$ cat src/hdl/lcd_comp_pkg.sv
package lcd_comp_pkg;

  localparam int ADDR_W = 4;
  localparam int DATA_W = 8;

  // register offsets
  localparam logic [3:0] REG_CTRL     = 4'h0;
  localparam logic [3:0] REG_VPROG    = 4'h1;
  localparam logic [3:0] REG_SLOPE_AB = 4'h2;
  localparam logic [3:0] REG_SLOPE_CD = 4'h3;
  localparam logic [3:0] REG_TEMP     = 4'h4;
  localparam logic [3:0] REG_OFFSET   = 4'h5;
  localparam logic [3:0] REG_TARGET   = 4'h6;
  localparam logic [3:0] REG_STATUS   = 4'h7;

  // control register fields
  localparam int CTRL_MEAS_BIT   = 0;
  localparam int CTRL_COMP_BIT   = 1;
  localparam int CTRL_PUMP_BIT   = 2;
  localparam int CTRL_MULT_BIT   = 3;
  localparam int CTRL_FILT_BIT   = 4;
  localparam int CTRL_EXT_BIT    = 5;
  localparam logic [7:0] CTRL_RESET = 8'h03;

  // slope register fields: low selector in [2:0], high selector in [6:4]
  localparam int SLOPE_LO_POS = 0;
  localparam int SLOPE_HI_POS = 4;
  localparam logic [2:0] SLOPE_RESET = 3'h0;
  localparam logic [7:0] VPROG_RESET = 8'h00;

  // status register fields
  localparam int STAT_CONV_BIT = 0;
  localparam int STAT_PUMP_BIT = 1;
  localparam int STAT_DIFF_BIT = 2;

  // temperature code at 20 degC: (20 + 40) / 0.9375
  localparam logic [7:0] TEMP_RESET = 8'h40;
  // region edges in code units (-40, -10, 20, 50, 80 degC)
  localparam logic [7:0] EDGE_M40 = 8'h00;
  localparam logic [7:0] EDGE_M10 = 8'h20;
  localparam logic [7:0] EDGE_P20 = 8'h40;
  localparam logic [7:0] EDGE_P50 = 8'h60;
  localparam logic [7:0] EDGE_P80 = 8'h80;
  // temperature in sixteenths of a degree: code * 15 - 640
  localparam logic signed [19:0] T16_GAIN = 20'sd15;
  localparam logic signed [19:0] T16_BASE = 20'sd640;
  localparam logic signed [19:0] T16_M10  = -20'sd160;
  localparam logic signed [19:0] T16_P20  = 20'sd320;
  localparam logic signed [19:0] T16_P50  = 20'sd800;
  localparam logic signed [19:0] SPAN16   = 20'sd480;  // 30 degC
  localparam logic signed [19:0] STEP16   = 20'sd480;  // 30 mV step

  // drive voltage code: 3 V + code * 30 mV, limited at 9 V
  localparam int LCD_DRIVE_VOLTAGE_BASE_MV = 3000;
  localparam int LCD_DRIVE_VOLTAGE_STEP_MV = 30;
  localparam int LCD_DRIVE_VOLTAGE_MAX_MV  = 9000;
  localparam logic [7:0] LCD_DRIVE_VOLTAGE_MAX_CODE =
    8'((LCD_DRIVE_VOLTAGE_MAX_MV - LCD_DRIVE_VOLTAGE_BASE_MV) / LCD_DRIVE_VOLTAGE_STEP_MV);

  // measurement timing
  localparam int CLOCK_PERIOD_NS = 100;
  localparam int MEAS_TIME_US    = 5000;
  localparam int MEAS_CYCLES_DEF = MEAS_TIME_US * 1000 / CLOCK_PERIOD_NS;
  localparam int MEAS_FRAMES     = 200;

  typedef enum logic [0:0] {
    MEAS_IDLE    = 1'b0,
    MEAS_CONVERT = 1'b1
  } meas_state_e;

  // slope factor in mV/degC for a 3-bit selector
  function automatic logic signed [7:0] slope_mv(input logic [2:0] sel);
    case (sel)
      3'h1:    slope_mv = -8'sd4;
      3'h2:    slope_mv = -8'sd8;
      3'h3:    slope_mv = -8'sd16;
      3'h4:    slope_mv = -8'sd40;
      3'h5:    slope_mv = 8'sd4;
      3'h6:    slope_mv = 8'sd8;
      3'h7:    slope_mv = 8'sd16;
      default: slope_mv = 8'sd0;
    endcase
  endfunction

endpackage

$ cat src/hdl/lcd_voltage_comp.sv
// Overview of operation
// - external supply: no compensation, code ignored
// - pump follows its enable bit
// - multiplier bit selects pump setting, max 3x
// - target is programmed code plus offset
// - programmed voltage is code times 30mV plus 3V
// - offset code is two's complement, zero at 20C
// - target limited to 9.0 V
// - 8-bit temperature code readable by host
// - degrees equal 0.9375 times code minus 40
// - periodic 5 ms measurement while enabled
// - repeat interval counted in frames
// - optional filter removes LSB jitter
// - filter off by default, raw value used
// - compensation only while comp enable set
// - four regions, each with own slope
// - selector to slope factor mapping
// - offset applied in 30 mV steps
// - low temperature offset formulas
// - high temperature offset formulas, held above 80C
// - sum saturates instead of wrapping
// - measurement enabled after reset
// - pump off after reset
`timescale 1ns/1ns
`default_nettype none
module lcd_voltage_comp
  import lcd_comp_pkg::*;
#(
  parameter int MEAS_CYCLES = lcd_comp_pkg::MEAS_CYCLES_DEF
)
(
  input  wire logic                              clock,
  input  wire logic                              reset,
  input  wire logic [lcd_comp_pkg::ADDR_W-1:0]   reg_addr,
  input  wire logic [lcd_comp_pkg::DATA_W-1:0]   reg_wdata,
  input  wire logic                              reg_write,
  input  wire logic                              reg_read,
  output logic      [lcd_comp_pkg::DATA_W-1:0]   reg_rdata,
  input  wire logic                              frame_tick,
  input  wire logic [7:0]                        sensor_code,
  output logic                                   sensor_active,
  output logic                                   temp_update,
  output logic                                   pump_on,
  output logic                                   pump_triple,
  output logic      [7:0]                        drive_target_code,
  output logic                                   drive_target_valid
);
  import lcd_comp_pkg::*;

  typedef struct packed {
    logic        measure_enable;
    logic        comp_enable;
    logic        pump_enable;
    logic        pump_mult;
    logic        filter_enable;
    logic        ext_supply;
    logic [7:0]  vprog;
    logic [2:0]  sel_a;
    logic [2:0]  sel_b;
    logic [2:0]  sel_c;
    logic [2:0]  sel_d;
    meas_state_e meas;
    logic [7:0]  frame_cnt;
    logic [15:0] conv_cnt;
    logic [7:0]  raw;
    logic [7:0]  temp;
    logic [1:0]  trend;
    logic        fresh;
    logic [7:0]  offset;
    logic [7:0]  target;
    logic [7:0]  rdata;
  } state_s;

  localparam logic [15:0] CONV_LAST = 16'(MEAS_CYCLES - 1);
  localparam logic [7:0]  FRAME_LAST = 8'(MEAS_FRAMES - 1);

  state_s state_q;
  state_s state_d;

  // offset in 30 mV steps from temperature code and four slope selectors
  function automatic logic [7:0] calc_offset(
    input logic [7:0] t,
    input logic [2:0] sa,
    input logic [2:0] sb,
    input logic [2:0] sc,
    input logic [2:0] sd
  );
    logic signed [19:0] t16;
    logic signed [19:0] fa;
    logic signed [19:0] fb;
    logic signed [19:0] fc;
    logic signed [19:0] fd;
    logic signed [19:0] mv16;
    logic signed [19:0] steps;
    t16 = $signed({12'h000, t}) * T16_GAIN - T16_BASE;
    fa = 20'(slope_mv(sa));
    fb = 20'(slope_mv(sb));
    fc = 20'(slope_mv(sc));
    fd = 20'(slope_mv(sd));
    if (t <= EDGE_M40)
      mv16 = SPAN16 * fa + SPAN16 * fb;
    else if (t <= EDGE_M10)
      mv16 = (T16_M10 - t16) * fa + SPAN16 * fb;
    else if (t <= EDGE_P20)
      mv16 = (T16_P20 - t16) * fb;
    else if (t <= EDGE_P50)
      mv16 = (t16 - T16_P20) * fc;
    else if (t < EDGE_P80)
      mv16 = (t16 - T16_P50) * fd + SPAN16 * fc;
    else
      mv16 = SPAN16 * fd + SPAN16 * fc;
    // truncation toward zero keeps the 20 degC point exactly at zero
    steps = mv16 / STEP16;
    calc_offset = steps[7:0];
  endfunction

  always_comb
  begin
    logic signed [9:0] sum;
    logic        conv_done;
    logic [7:0]  sample;
    logic [8:0]  gap;
    sum = 10'sd0;
    conv_done = 1'b0;
    sample = 8'h00;
    gap = 9'h000;
    state_d = state_q;
    state_d.fresh = 1'b0;

    if (reg_write)
    begin
      case (reg_addr)
        REG_CTRL:
        begin
          state_d.measure_enable = reg_wdata[CTRL_MEAS_BIT];
          state_d.comp_enable    = reg_wdata[CTRL_COMP_BIT];
          state_d.pump_enable    = reg_wdata[CTRL_PUMP_BIT];
          state_d.pump_mult      = reg_wdata[CTRL_MULT_BIT];
          state_d.filter_enable  = reg_wdata[CTRL_FILT_BIT];
          state_d.ext_supply     = reg_wdata[CTRL_EXT_BIT];
        end
        REG_VPROG:
          state_d.vprog = reg_wdata;
        REG_SLOPE_AB:
        begin
          state_d.sel_a = reg_wdata[SLOPE_LO_POS +: 3];
          state_d.sel_b = reg_wdata[SLOPE_HI_POS +: 3];
        end
        REG_SLOPE_CD:
        begin
          state_d.sel_c = reg_wdata[SLOPE_LO_POS +: 3];
          state_d.sel_d = reg_wdata[SLOPE_HI_POS +: 3];
        end
        default:
          state_d.vprog = state_q.vprog;
      endcase
    end

    // periodic measurement, interval counted in frames
    case (state_q.meas)
      MEAS_IDLE:
      begin
        state_d.conv_cnt = 16'h0000;
        if (!state_q.measure_enable)
          state_d.frame_cnt = 8'h00;
        else if (frame_tick)
        begin
          if (state_q.frame_cnt == FRAME_LAST)
          begin
            state_d.frame_cnt = 8'h00;
            state_d.meas = MEAS_CONVERT;
          end
          else
            state_d.frame_cnt = state_q.frame_cnt + 8'h01;
        end
      end
      MEAS_CONVERT:
      begin
        // dropping the enable abandons the running conversion
        if (!state_q.measure_enable)
          state_d.meas = MEAS_IDLE;
        else if (state_q.conv_cnt == CONV_LAST)
        begin
          state_d.meas = MEAS_IDLE;
          conv_done = 1'b1;
        end
        else
          state_d.conv_cnt = state_q.conv_cnt + 16'h0001;
      end
      default:
        state_d.meas = MEAS_IDLE;
    endcase

    if (conv_done)
    begin
      sample = sensor_code;
      state_d.raw = sample;
      state_d.fresh = 1'b1;
      if (!state_q.filter_enable)
      begin
        state_d.temp = sample;
        state_d.trend = 2'b00;
      end
      else
      begin
        // step one LSB toward the sample, only on a jump of two or more
        // or on two same-sign differences in a row: slow but jitter-free
        gap = {1'b0, sample} - {1'b0, state_q.temp};
        if (sample > state_q.temp)
        begin
          if (gap > 9'h001 || state_q.trend == 2'b01)
          begin
            state_d.temp = state_q.temp + 8'h01;
            state_d.trend = 2'b00;
          end
          else
            state_d.trend = 2'b01;
        end
        else if (sample < state_q.temp)
        begin
          if (gap < 9'h1FF || state_q.trend == 2'b10)
          begin
            state_d.temp = state_q.temp - 8'h01;
            state_d.trend = 2'b00;
          end
          else
            state_d.trend = 2'b10;
        end
        else
          state_d.trend = 2'b00;
      end
    end

    // offset follows the current temperature value
    if (state_q.comp_enable && !state_q.ext_supply)
      state_d.offset = calc_offset(state_q.temp, state_q.sel_a,
                                   state_q.sel_b, state_q.sel_c,
                                   state_q.sel_d);
    else
      state_d.offset = 8'h00;

    sum = $signed({2'b00, state_q.vprog})
        + $signed({{2{state_q.offset[7]}}, state_q.offset});
    if (sum < 10'sd0)
      state_d.target = 8'h00;
    else if (sum > $signed({2'b00, LCD_DRIVE_VOLTAGE_MAX_CODE}))
      state_d.target = LCD_DRIVE_VOLTAGE_MAX_CODE;
    else
      state_d.target = sum[7:0];

    state_d.rdata = 8'h00;
    if (reg_read)
    begin
      case (reg_addr)
        REG_CTRL:
        begin
          state_d.rdata[CTRL_MEAS_BIT] = state_q.measure_enable;
          state_d.rdata[CTRL_COMP_BIT] = state_q.comp_enable;
          state_d.rdata[CTRL_PUMP_BIT] = state_q.pump_enable;
          state_d.rdata[CTRL_MULT_BIT] = state_q.pump_mult;
          state_d.rdata[CTRL_FILT_BIT] = state_q.filter_enable;
          state_d.rdata[CTRL_EXT_BIT]  = state_q.ext_supply;
        end
        REG_VPROG:
          state_d.rdata = state_q.vprog;
        REG_SLOPE_AB:
        begin
          state_d.rdata[SLOPE_LO_POS +: 3] = state_q.sel_a;
          state_d.rdata[SLOPE_HI_POS +: 3] = state_q.sel_b;
        end
        REG_SLOPE_CD:
        begin
          state_d.rdata[SLOPE_LO_POS +: 3] = state_q.sel_c;
          state_d.rdata[SLOPE_HI_POS +: 3] = state_q.sel_d;
        end
        REG_TEMP:
          state_d.rdata = state_q.temp;
        REG_OFFSET:
          state_d.rdata = state_q.offset;
        REG_TARGET:
          state_d.rdata = state_q.target;
        REG_STATUS:
        begin
          state_d.rdata[STAT_CONV_BIT] = (state_q.meas == MEAS_CONVERT);
          state_d.rdata[STAT_PUMP_BIT] = state_q.pump_enable;
          state_d.rdata[STAT_DIFF_BIT] = (state_q.raw != state_q.temp);
        end
        default:
          state_d.rdata = 8'h00;
      endcase
    end
  end

  always_ff @(posedge clock or posedge reset)
  begin
    if (reset)
    begin
      state_q <= '0;
      state_q.measure_enable <= CTRL_RESET[CTRL_MEAS_BIT];
      state_q.comp_enable    <= CTRL_RESET[CTRL_COMP_BIT];
      state_q.pump_enable    <= CTRL_RESET[CTRL_PUMP_BIT];
      state_q.pump_mult      <= CTRL_RESET[CTRL_MULT_BIT];
      state_q.filter_enable  <= CTRL_RESET[CTRL_FILT_BIT];
      state_q.ext_supply     <= CTRL_RESET[CTRL_EXT_BIT];
      state_q.vprog <= VPROG_RESET;
      state_q.sel_a <= SLOPE_RESET;
      state_q.sel_b <= SLOPE_RESET;
      state_q.sel_c <= SLOPE_RESET;
      state_q.sel_d <= SLOPE_RESET;
      state_q.meas  <= MEAS_IDLE;
      state_q.raw   <= TEMP_RESET;
      state_q.temp  <= TEMP_RESET;
      state_q.target <= VPROG_RESET;
    end
    else
      state_q <= state_d;
  end

  assign reg_rdata          = state_q.rdata;
  assign sensor_active      = (state_q.meas == MEAS_CONVERT);
  assign temp_update        = state_q.fresh;
  // the pump is not gated by the external-supply bit: host's duty
  assign pump_on            = state_q.pump_enable;
  assign pump_triple        = state_q.pump_mult;
  assign drive_target_code  = state_q.target;
  // an external supply ignores the programmed code entirely
  assign drive_target_valid = state_q.pump_enable && !state_q.ext_supply;
endmodule
`default_nettype wire

$ cat config.mk
export PLATFORM = sky130hd
export DESIGN_NAME = lcd_voltage_comp
export DESIGN_NICKNAME = d
export VERILOG_FILES = /design/src/hdl/lcd_comp_pkg.sv /design/src/hdl/lcd_voltage_comp.sv
export SDC_FILE = /design/constraint.sdc
export NUM_CORES = 1
export LEC_CHECK = 0
export BUFFER_PORTS_ARGS = -buffer_cell sky130_fd_sc_hd__buf_4
export CAP_MARGIN = 15
export CORE_ASPECT_RATIO = 0.5
export CORE_UTILIZATION = 50
export DETAILED_ROUTE_END_ITERATION = 6
export PLACE_DENSITY = 0.74
export SLEW_MARGIN = 20
export SYNTH_ARGS = -nofsm -noshare
export SYNTH_HDL_FRONTEND = slang
export SYNTH_SLANG_ARGS = --single-unit
$ cat constraint.sdc
create_clock -name clock -period 13.2 [get_ports clock]
set_input_delay 1.32 -clock clock [delete_from_list [all_inputs] [get_ports clock]]
set_output_delay 1.32 -clock clock [all_outputs]
set_load 0.02 [all_outputs]
; Word-level counts from Yosys, hierarchy flattened
; Index checks and enable logic that the tools add are counted.
; Widths: inputs -> output; s select.
[classes]
bitwise = 1
div_mod_pow = 1
reduce_logical = 13
n_mux = 46
multipliers = 9
addsub = 15
n_eq_ne = 46
order_cmp = 11
[ops]
columns = operator, n
row1 = $pmux 8 s7, 4
row2 = $mux 20, 6
row3 = $mux 8, 13
row4 = $mul 14x8->20, 4
row5 = $mul 5x8->13 const A, 4
row6 = $eq 3x3->1 const B, 16
row7 = $add 20x18->20, 2
row8 = $add 18x18->19, 2
row9 = $mux 16, 2
row10 = $pmux 16 s2, 1
row11 = $eq 3x2->1 const B, 8
row12 = $pmux 3 s8, 1
row13 = $div 20x10->20 const B, 1
row14 = $mux 10, 2
row15 = $add 16x1->16 const B, 1
row16 = $add 8x1->8 const B, 2
row17 = $eq 16x16->1 const B, 1
row18 = $eq 4x3->1 const B, 4
row19 = $le 8x7->1 const B, 2
row20 = $pmux 2 s7, 1
row21 = $sub 10x13->14 const A, 1
row22 = $sub 13x10->14 const B, 1
row23 = $sub 13x11->14 const B, 1
row24 = $sub 9x13->14 const A, 1
row25 = 39 further kinds, 61
[totals]
elab_cells = 163
reg_bits = 94
in_bits = 25
out_inout_bits = 21

; Longest topological paths before layout
; Gate-level depths: netlist (run 1).
[logic_depth]
word_depth = 13
mapped_depth = 62
ltp_nobuf = 57

; Least setup slack after synthesis (run 1)
; No wires, ideal clock.
[synth_path]
kind = reg-to-reg
startpoint = reg state_q[28] in the netlist's numbering
endpoint = reg state_q[22] in the netlist's numbering
setup_ns = 0.130
n_path_buf = 0
path_stages_with_launch = 54
t_required_ns = 13.070
slack_ns = -0.603
period_less_slack_ns = 13.803
arrival_time_ns = 13.673
path_cell_list = dfrtp_1 -> inv_1 -> fa_1 -> inv_1 -> fa_1 -> ha_1 -> ha_1 -> a211oi_1 -> nor2_1 -> nor2_1 -> clkinv_1 -> ha_1 -> nand2_1 -> a21oi_1 -> a21oi_1 -> nand2_1 -> fa_1 -> fa_1 -> [... 18 more ...] -> a21boi_4 -> a211oi_2 -> a32oi_1 -> o311a_4 -> or4_4 -> a21oi_4 -> o21ba_4 -> o311ai_4 -> a21oi_1 -> and3_1 -> o311ai_1 -> mux2_2 -> ha_1 -> inv_1 -> nor4_1 -> a21oi_1 -> xnor2_1 -> nor2_1
[synth_rtl]
columns = element, line_no
row1 = start: declaration, lcd_voltage_comp.sv:77  ; state_s state_q;
row2 = start signal: assignment, lcd_voltage_comp.sv:316  ; state_q <= state_d;

==> impl_metrics.toml, run 1 <==
[yosys]
yosysSeqAreaShare = 0.0948
async_reset_ff_frac = 1.00
yosys_warnings = 0
synthSimpleGateAreaFrac = 0.188
synth_edf_count = 0
synth_fa_ha_area_frac = 0.364
synth_cell_type_count = 126
syn_avg_cell_area_um2 = 8.55
synth-xor-area-share = 0.0762
synth_compound_area_frac = 0.165
ys.flop_type = "dfrtp_1"
ys_seq_elements = 94
synth_nets = 3498
muxShareOfSynthArea = 0.0396
netlist_area_um2 = 24900
netlist_instances = 2909
synth_top_family_by_area = "adder cells"

[setup_path]
arrival_ns = 13.88
path_class = "flip-flop to flip-flop"
critical_path_buf_inv_count = 9
worstSetupEndpointType = "flip-flop"
crit_family = "adder cells"
crit_path_start_kind = "flip-flop"
slowest_delay_ns = 0.55
cp_max_fo = 6
cpMostUsedCell = "fa_1"
cp_slowest_cell = "or4_4"
cp.required_ns = 13.43

[sta]
fin_crit_ns = 13.65
finalCritPeriodShare = 1.03
rsz0062_at_grt = "yes"
fin_ws_ns = -0.450
maxSlewHeadroom = 0.361
slew_viol_final = 0
hold_slack_ns = 0.505
max_freq_mhz = 73.3
worst_pin_slew_ns = 0.958
finalSetupViolations = 5
final_hold_viol_count = 0
final.setup.tns_ns = -1.66
fin_worst_skew_ns = 0.0130

[routing]
drtPass1Iterations = 5
routedWlPerCell_um = 20.5
drc = 0
drt-vias-per-instance = 5.96
num_vias = 23800
postRouteAntennaNets = 0
wl_mm = 81.7
drt_iter0_drc = 2336

[clocking]
clockBufferDepth = 2
clk_pin_slew_ns = 0.07
cts_buffers = 9
cts_hold_buf = 0
clk_latency_ns = 0.36
numClockSinks = 94
cts_tree = "built"
cts_root_buffer = "clkbuf_16"
htreeDepth = 3

[global_route]
grt_max_degree = 69
track_usage = 0.322
grt_pass1_vias = 23900
grt_pass1_wl_mm = 128
grt_overflow = 0
antenna_found_initial = 0

[layout]
area.growth.synth_to_final_pct = 25.0
final.fill_count = 4001
layout_commonest_cell = "buf_4"
nNetsFinal = 3927
finalCoreUtilization = 0.637
layout-drive-gt1-share = 0.273
final_area_um2 = 31100
final_cell_mix = "buf_4 (508), inv_1 (313), nand2_1 (269), ha_1 (264), fa_1 (262)"

[floorplanning]
die-height_um = 160
io_pins = 46
rows = 57
die-area_um2 = 50700
die_w_um = 317
coreArea_um2 = 48800
initial_utilization = 0.510

[status]
failed_checks = "setup timing"
outcome = "finished with violations"

[flow_run]
cap_viol_max_count = 0

[placed_design]
hpwl_mm = 66.4
port_buffers = 45
place.gp.congestion = 1.06
place_area_um2 = 29000

[hold_path]
min_path_type = "flip-flop to flip-flop"
final timing paths:
kind / from / to / slack [ns] / cells past startpoint
setup / recovery: state_q[29] / state_q[22] / -0.45 / 57
hold / removal: state_q[26] / state_q[26] / 0.50 / 2
setup reg to reg: state_q[29] / state_q[22] / -0.45 / 57
hold reg to reg: state_q[26] / state_q[26] / 0.50 / 2
max in group asynchronous: reset / state_q[32] / 11.02 / 3
min in group asynchronous: reset / state_q[43] / 0.94 / 2
cells in the mapped netlist, drive strengths merged, types with 20 or more instances:
| cell | count | share of area |
|---|---|---|
| a21oi | 134 | 0.029 |
| nand2b | 55 | 0.014 |
| or2 | 51 | 0.013 |
| and3 | 21 | 0.0057 |
| buf | 47 | 0.012 |
| o21ai | 118 | 0.024 |
| nand2 | 279 | 0.042 |
| xor2 | 66 | 0.024 |
| o21bai | 20 | 0.0063 |
| dfrtp | 90 | 0.091 |
| fa | 267 | 0.21 |
| o21a | 25 | 0.0076 |
| a211oi | 39 | 0.013 |
| inv | 323 | 0.049 |
| and2 | 68 | 0.017 |
| xnor2 | 143 | 0.051 |
| clkbuf | 63 | 0.0096 |
| nor3 | 41 | 0.0085 |
| nand3 | 58 | 0.012 |
| a21o | 43 | 0.013 |
| nand4 | 27 | 0.0068 |
| ha | 297 | 0.15 |
| mux2 | 42 | 0.019 |
| nor2 | 241 | 0.036 |
| mux2i | 35 | 0.014 |
layout make-up:
type                            count  area, um2  area share
Timing Repair Buffer              528       4080       0.131
Multi-Input combinational cell   2374      22300       0.716
Tap cell                          649        812      0.0261
Clock buffer                       10        229     0.00737
Antenna cell                        1       2.50   0.0000805
Inverter                          331       1250      0.0403
Sequential cell                    94       2360      0.0761
Clock inverter                      6       75.1     0.00242
layer usage:
layer	vias to the layer above	wire [um]	global-route usage
li1	10800	-	-
met1	11800	35400	0.458
met2	1025	36700	0.509
met3	185	7100	0.0460
met4	0	2600	0.0942
met5	-	0	0
sequential cells by signal, summed over array words and instances, names as in the netlist:
name	count
pump_on	1
temp_update	1
pump_triple	1
sensor_active	1
reg_rdata	8
state_q	74
drive_target_code	8
worst register-to-register path: cells and delay by family, from the launching register on:
family	cells	cell delay, ns
adder cells (fa/ha/maj)	13	4.69
XOR/XNOR	3	0.50
AO/OA/AOI/OAI	20	4.10
multiplexers	1	0.36
flip-flops	1	0.42
AND/OR/NAND/NOR	11	2.53
buffers and inverters	9	0.91
stage by stage:
step           setup slack [ns]  std cells
3_5_place_dp             -0.982       3927
3_3_place_gp             -0.841       3927
6_report                 -0.450       3993
2_1_floorplan           0.00890       2909
4_1_cts                  -0.218       3966
5_1_grt                  -0.899       3992
cells by family after synthesis:
kind of cell | after synthesis
buf+inv | 441
flops | 94
fa+ha+maj | 564
xor+xnor | 210
simple gates | 948
compound gates | 568
mux | 84
what timing repair did:
action                     CTS  global route
pin swaps                   92            80
setup endpoints to repair    8             8
buffers inserted            23            27
resized for setup          145           105
Power of run 1 is not shown: default switching activity piles up to over one toggle a cycle in this logic, so the estimate is an artifact.
==> inputs of run 2 (changes only) <==
--- a/config.mk
+++ b/config.mk
@@ -5,6 +5,7 @@
 export SDC_FILE = /design/constraint.sdc
 export NUM_CORES = 1
 export LEC_CHECK = 0
+export ABC_AREA = 1
 export BUFFER_PORTS_ARGS = -buffer_cell sky130_fd_sc_hd__buf_4
 export CAP_MARGIN = 15
 export CORE_ASPECT_RATIO = 0.5
==> impl_metrics.toml, run 2 <==
[layout]
nNetsFinal = 4027
ff_latch_area_um2 = 2360
final_cell_mix = "nand2_1 (681), inv_1 (556), nor2_1 (291), fa_1 (263), ha_1 (255)"
largest_register = "state_q"
multi_input_area_um2 = 20100
final.fill_count = 4003
area.growth.synth_to_final_pct = 15.7
layoutNonFillerInstCount = 4071
layout_commonest_cell = "nand2_1"
largest_register_ffs = 74
layout-drive-gt1-share = 0.171

[yosys]
async_reset_ff_frac = 1.00
synthTopCellsByArea = "fa_1 (23%), ha_1 (16%), nand2_1 (12%)"
synth_edf_count = 0
synth_nets = 3887
ys_seq_elements = 94
yosysSeqAreaShare = 0.0995
netlist_instances = 3298
syn_avg_cell_area_um2 = 7.19
yosysMostFrequentCell = "nand2_1"
synth_top_area_frac = 0.226
ys.flop_type = "dfrtp_1"
synth_common_cells = "nand2_1 (748), inv_1 (586), nor2_1 (313)"
yosysTopAreaCell = "fa_1"
yosys_warnings = 0
netlist_area_um2 = 23700
synth_cell_type_count = 68

[sta]
fin_worst_skew_ns = 0.0126
hold_slack_ns = 0.492
worst_pin_slew_ns = 0.929
max_freq_mhz = 77.1
fin_crit_ns = 12.97
rsz0062_at_grt = "yes"
final_hold_viol_count = 0
fin_ws_ns = 0.225
slew_viol_final = 0
finalCritPeriodShare = 0.983
maxSlewHeadroom = 0.379
finalSetupViolations = 0
final.setup.tns_ns = 0

[clocking]
cts_hold_buf = 0
clockBufferDepth = 2
clk_pin_slew_ns = 0.07
clk_latency_ns = 0.35
cts_buffers = 9
cts_root_buffer = "clkbuf_16"
cts_tree = "built"
numClockSinks = 94
htreeDepth = 3

[setup_path]
worstSetupEndpointType = "flip-flop"
crit_path_start_kind = "flip-flop"
r2r_slack_ns = 0.23
cp_max_fo = 5
path_class = "flip-flop to flip-flop"
cpMostUsedCell = "nand2_2"
cp_slowest_cell = "fa_1"
reg2reg_depth = 88
cp.required_ns = 13.47
arrival_ns = 13.25
slowest_delay_ns = 0.58
r2r-start = "state_q[28]"
worstReg2RegEnd = "state_q[22]"

[routing]
drtPass1Iterations = 6
wl_mm = 68.6
routedWlPerCell_um = 16.8
postRouteAntennaNets = 0
drc = 0
drt-vias-per-instance = 5.48
drt_iter0_drc = 2180
num_vias = 22300

[global_route]
grt_max_degree = 60
grt_overflow = 0
grt_pass1_wl_mm = 108
track_usage = 0.279
grt_pass1_vias = 21200
antenna_found_initial = 1

[placed_design]
post-place-ws_ns = -0.175
dp.cells = 4010
place.gp.congestion = 0.987
hpwl_mm = 55.8
port_buffers = 45

[floorplanning]
die_w_um = 310
initial_utilization = 0.516
coreArea_um2 = 46000
die-height_um = 156
io_pins = 46
die-area_um2 = 48300
rows = 55

[hold_path]
worstHoldEndpoint = "state_q[42]"
min_path_type = "flip-flop to flip-flop"
min_from = "state_q[42]"
hold_depth = 2

[flow_run]
cap_viol_max_count = 0

[status]
outcome = "complete, no violations"
run 2: logic make-up (layout without fill, tap and decap cells):
group                    after synthesis  count (layout)  share of synthesized area
AND/OR/NAND/NOR                     1390            1390                      0.251
buffers and inverters                697             842                      0.114
adder cells (fa/ha/maj)              564             564                      0.382
AO/OA/AOI/OAI                        418             418                      0.102
XOR/XNOR                             134             134                     0.0506
flip-flops                            94              94                     0.0995
multiplexers                           1               1                   0.000422
other                                  0               1                          0
run 2: routing by layer:
layer  GRT usage  wire (um)
met5           0          0
met4      0.0570       1620
met3      0.0446       6420
met2       0.441      30500
met1       0.403      30100
run 2: layout make-up:
| class | instances | area share |
|---|---|---|
| sequential | 94 | 0.0861 |
| inverter | 627 | 0.0864 |
| clock buffer | 9 | 0.00822 |
| tap | 627 | 0.0286 |
| clock inverter | 7 | 0.00228 |
| antenna | 1 | 0.0000913 |
| timing repair buffer | 199 | 0.0566 |
| multi-input combinational | 2507 | 0.732 |
run 2: what timing repair did:
item	4_1_cts	5_1_grt
cloned	0	1
pin swaps	0	129
buffers inserted	0	44
endpoints found under the setup margin	3	8
gates resized for setup	7	325
run 2: worst max-delay path by stage:
stage | start | to | cells past startpoint
detailed placement | state_q[29] | state_q[20] | 80
global placement | state_q[29] | state_q[22] | 88
floorplan | state_q[27] | state_q[22] | 91
global route | state_q[28] | state_q[22] | 90
CTS | state_q[28] | state_q[22] | 85
finish | state_q[28] | state_q[22] | 88
run 2: through the flow:
| step | utilization | cell area, um2 |
|---|---|---|
| after floorplan | - | 23700 |
| after global placement | 0.551 | 25300 |
| after detailed placement | 0.551 | 25300 |
| after CTS | 0.557 | 25600 |
| after global routing | 0.596 | 27400 |
| final | 0.596 | 27400 |
run 2: critical path: cells and delay by family (launching register included):
| family | cells | cell delay [ns] |
|---|---|---|
| flops | 1 | 0.46 |
| compound gates | 10 | 1.41 |
| simple gates | 55 | 5.40 |
| fa+ha+maj | 13 | 4.80 |
| buf+inv | 10 | 0.80 |
Power of run 2 is left out for the same reason.
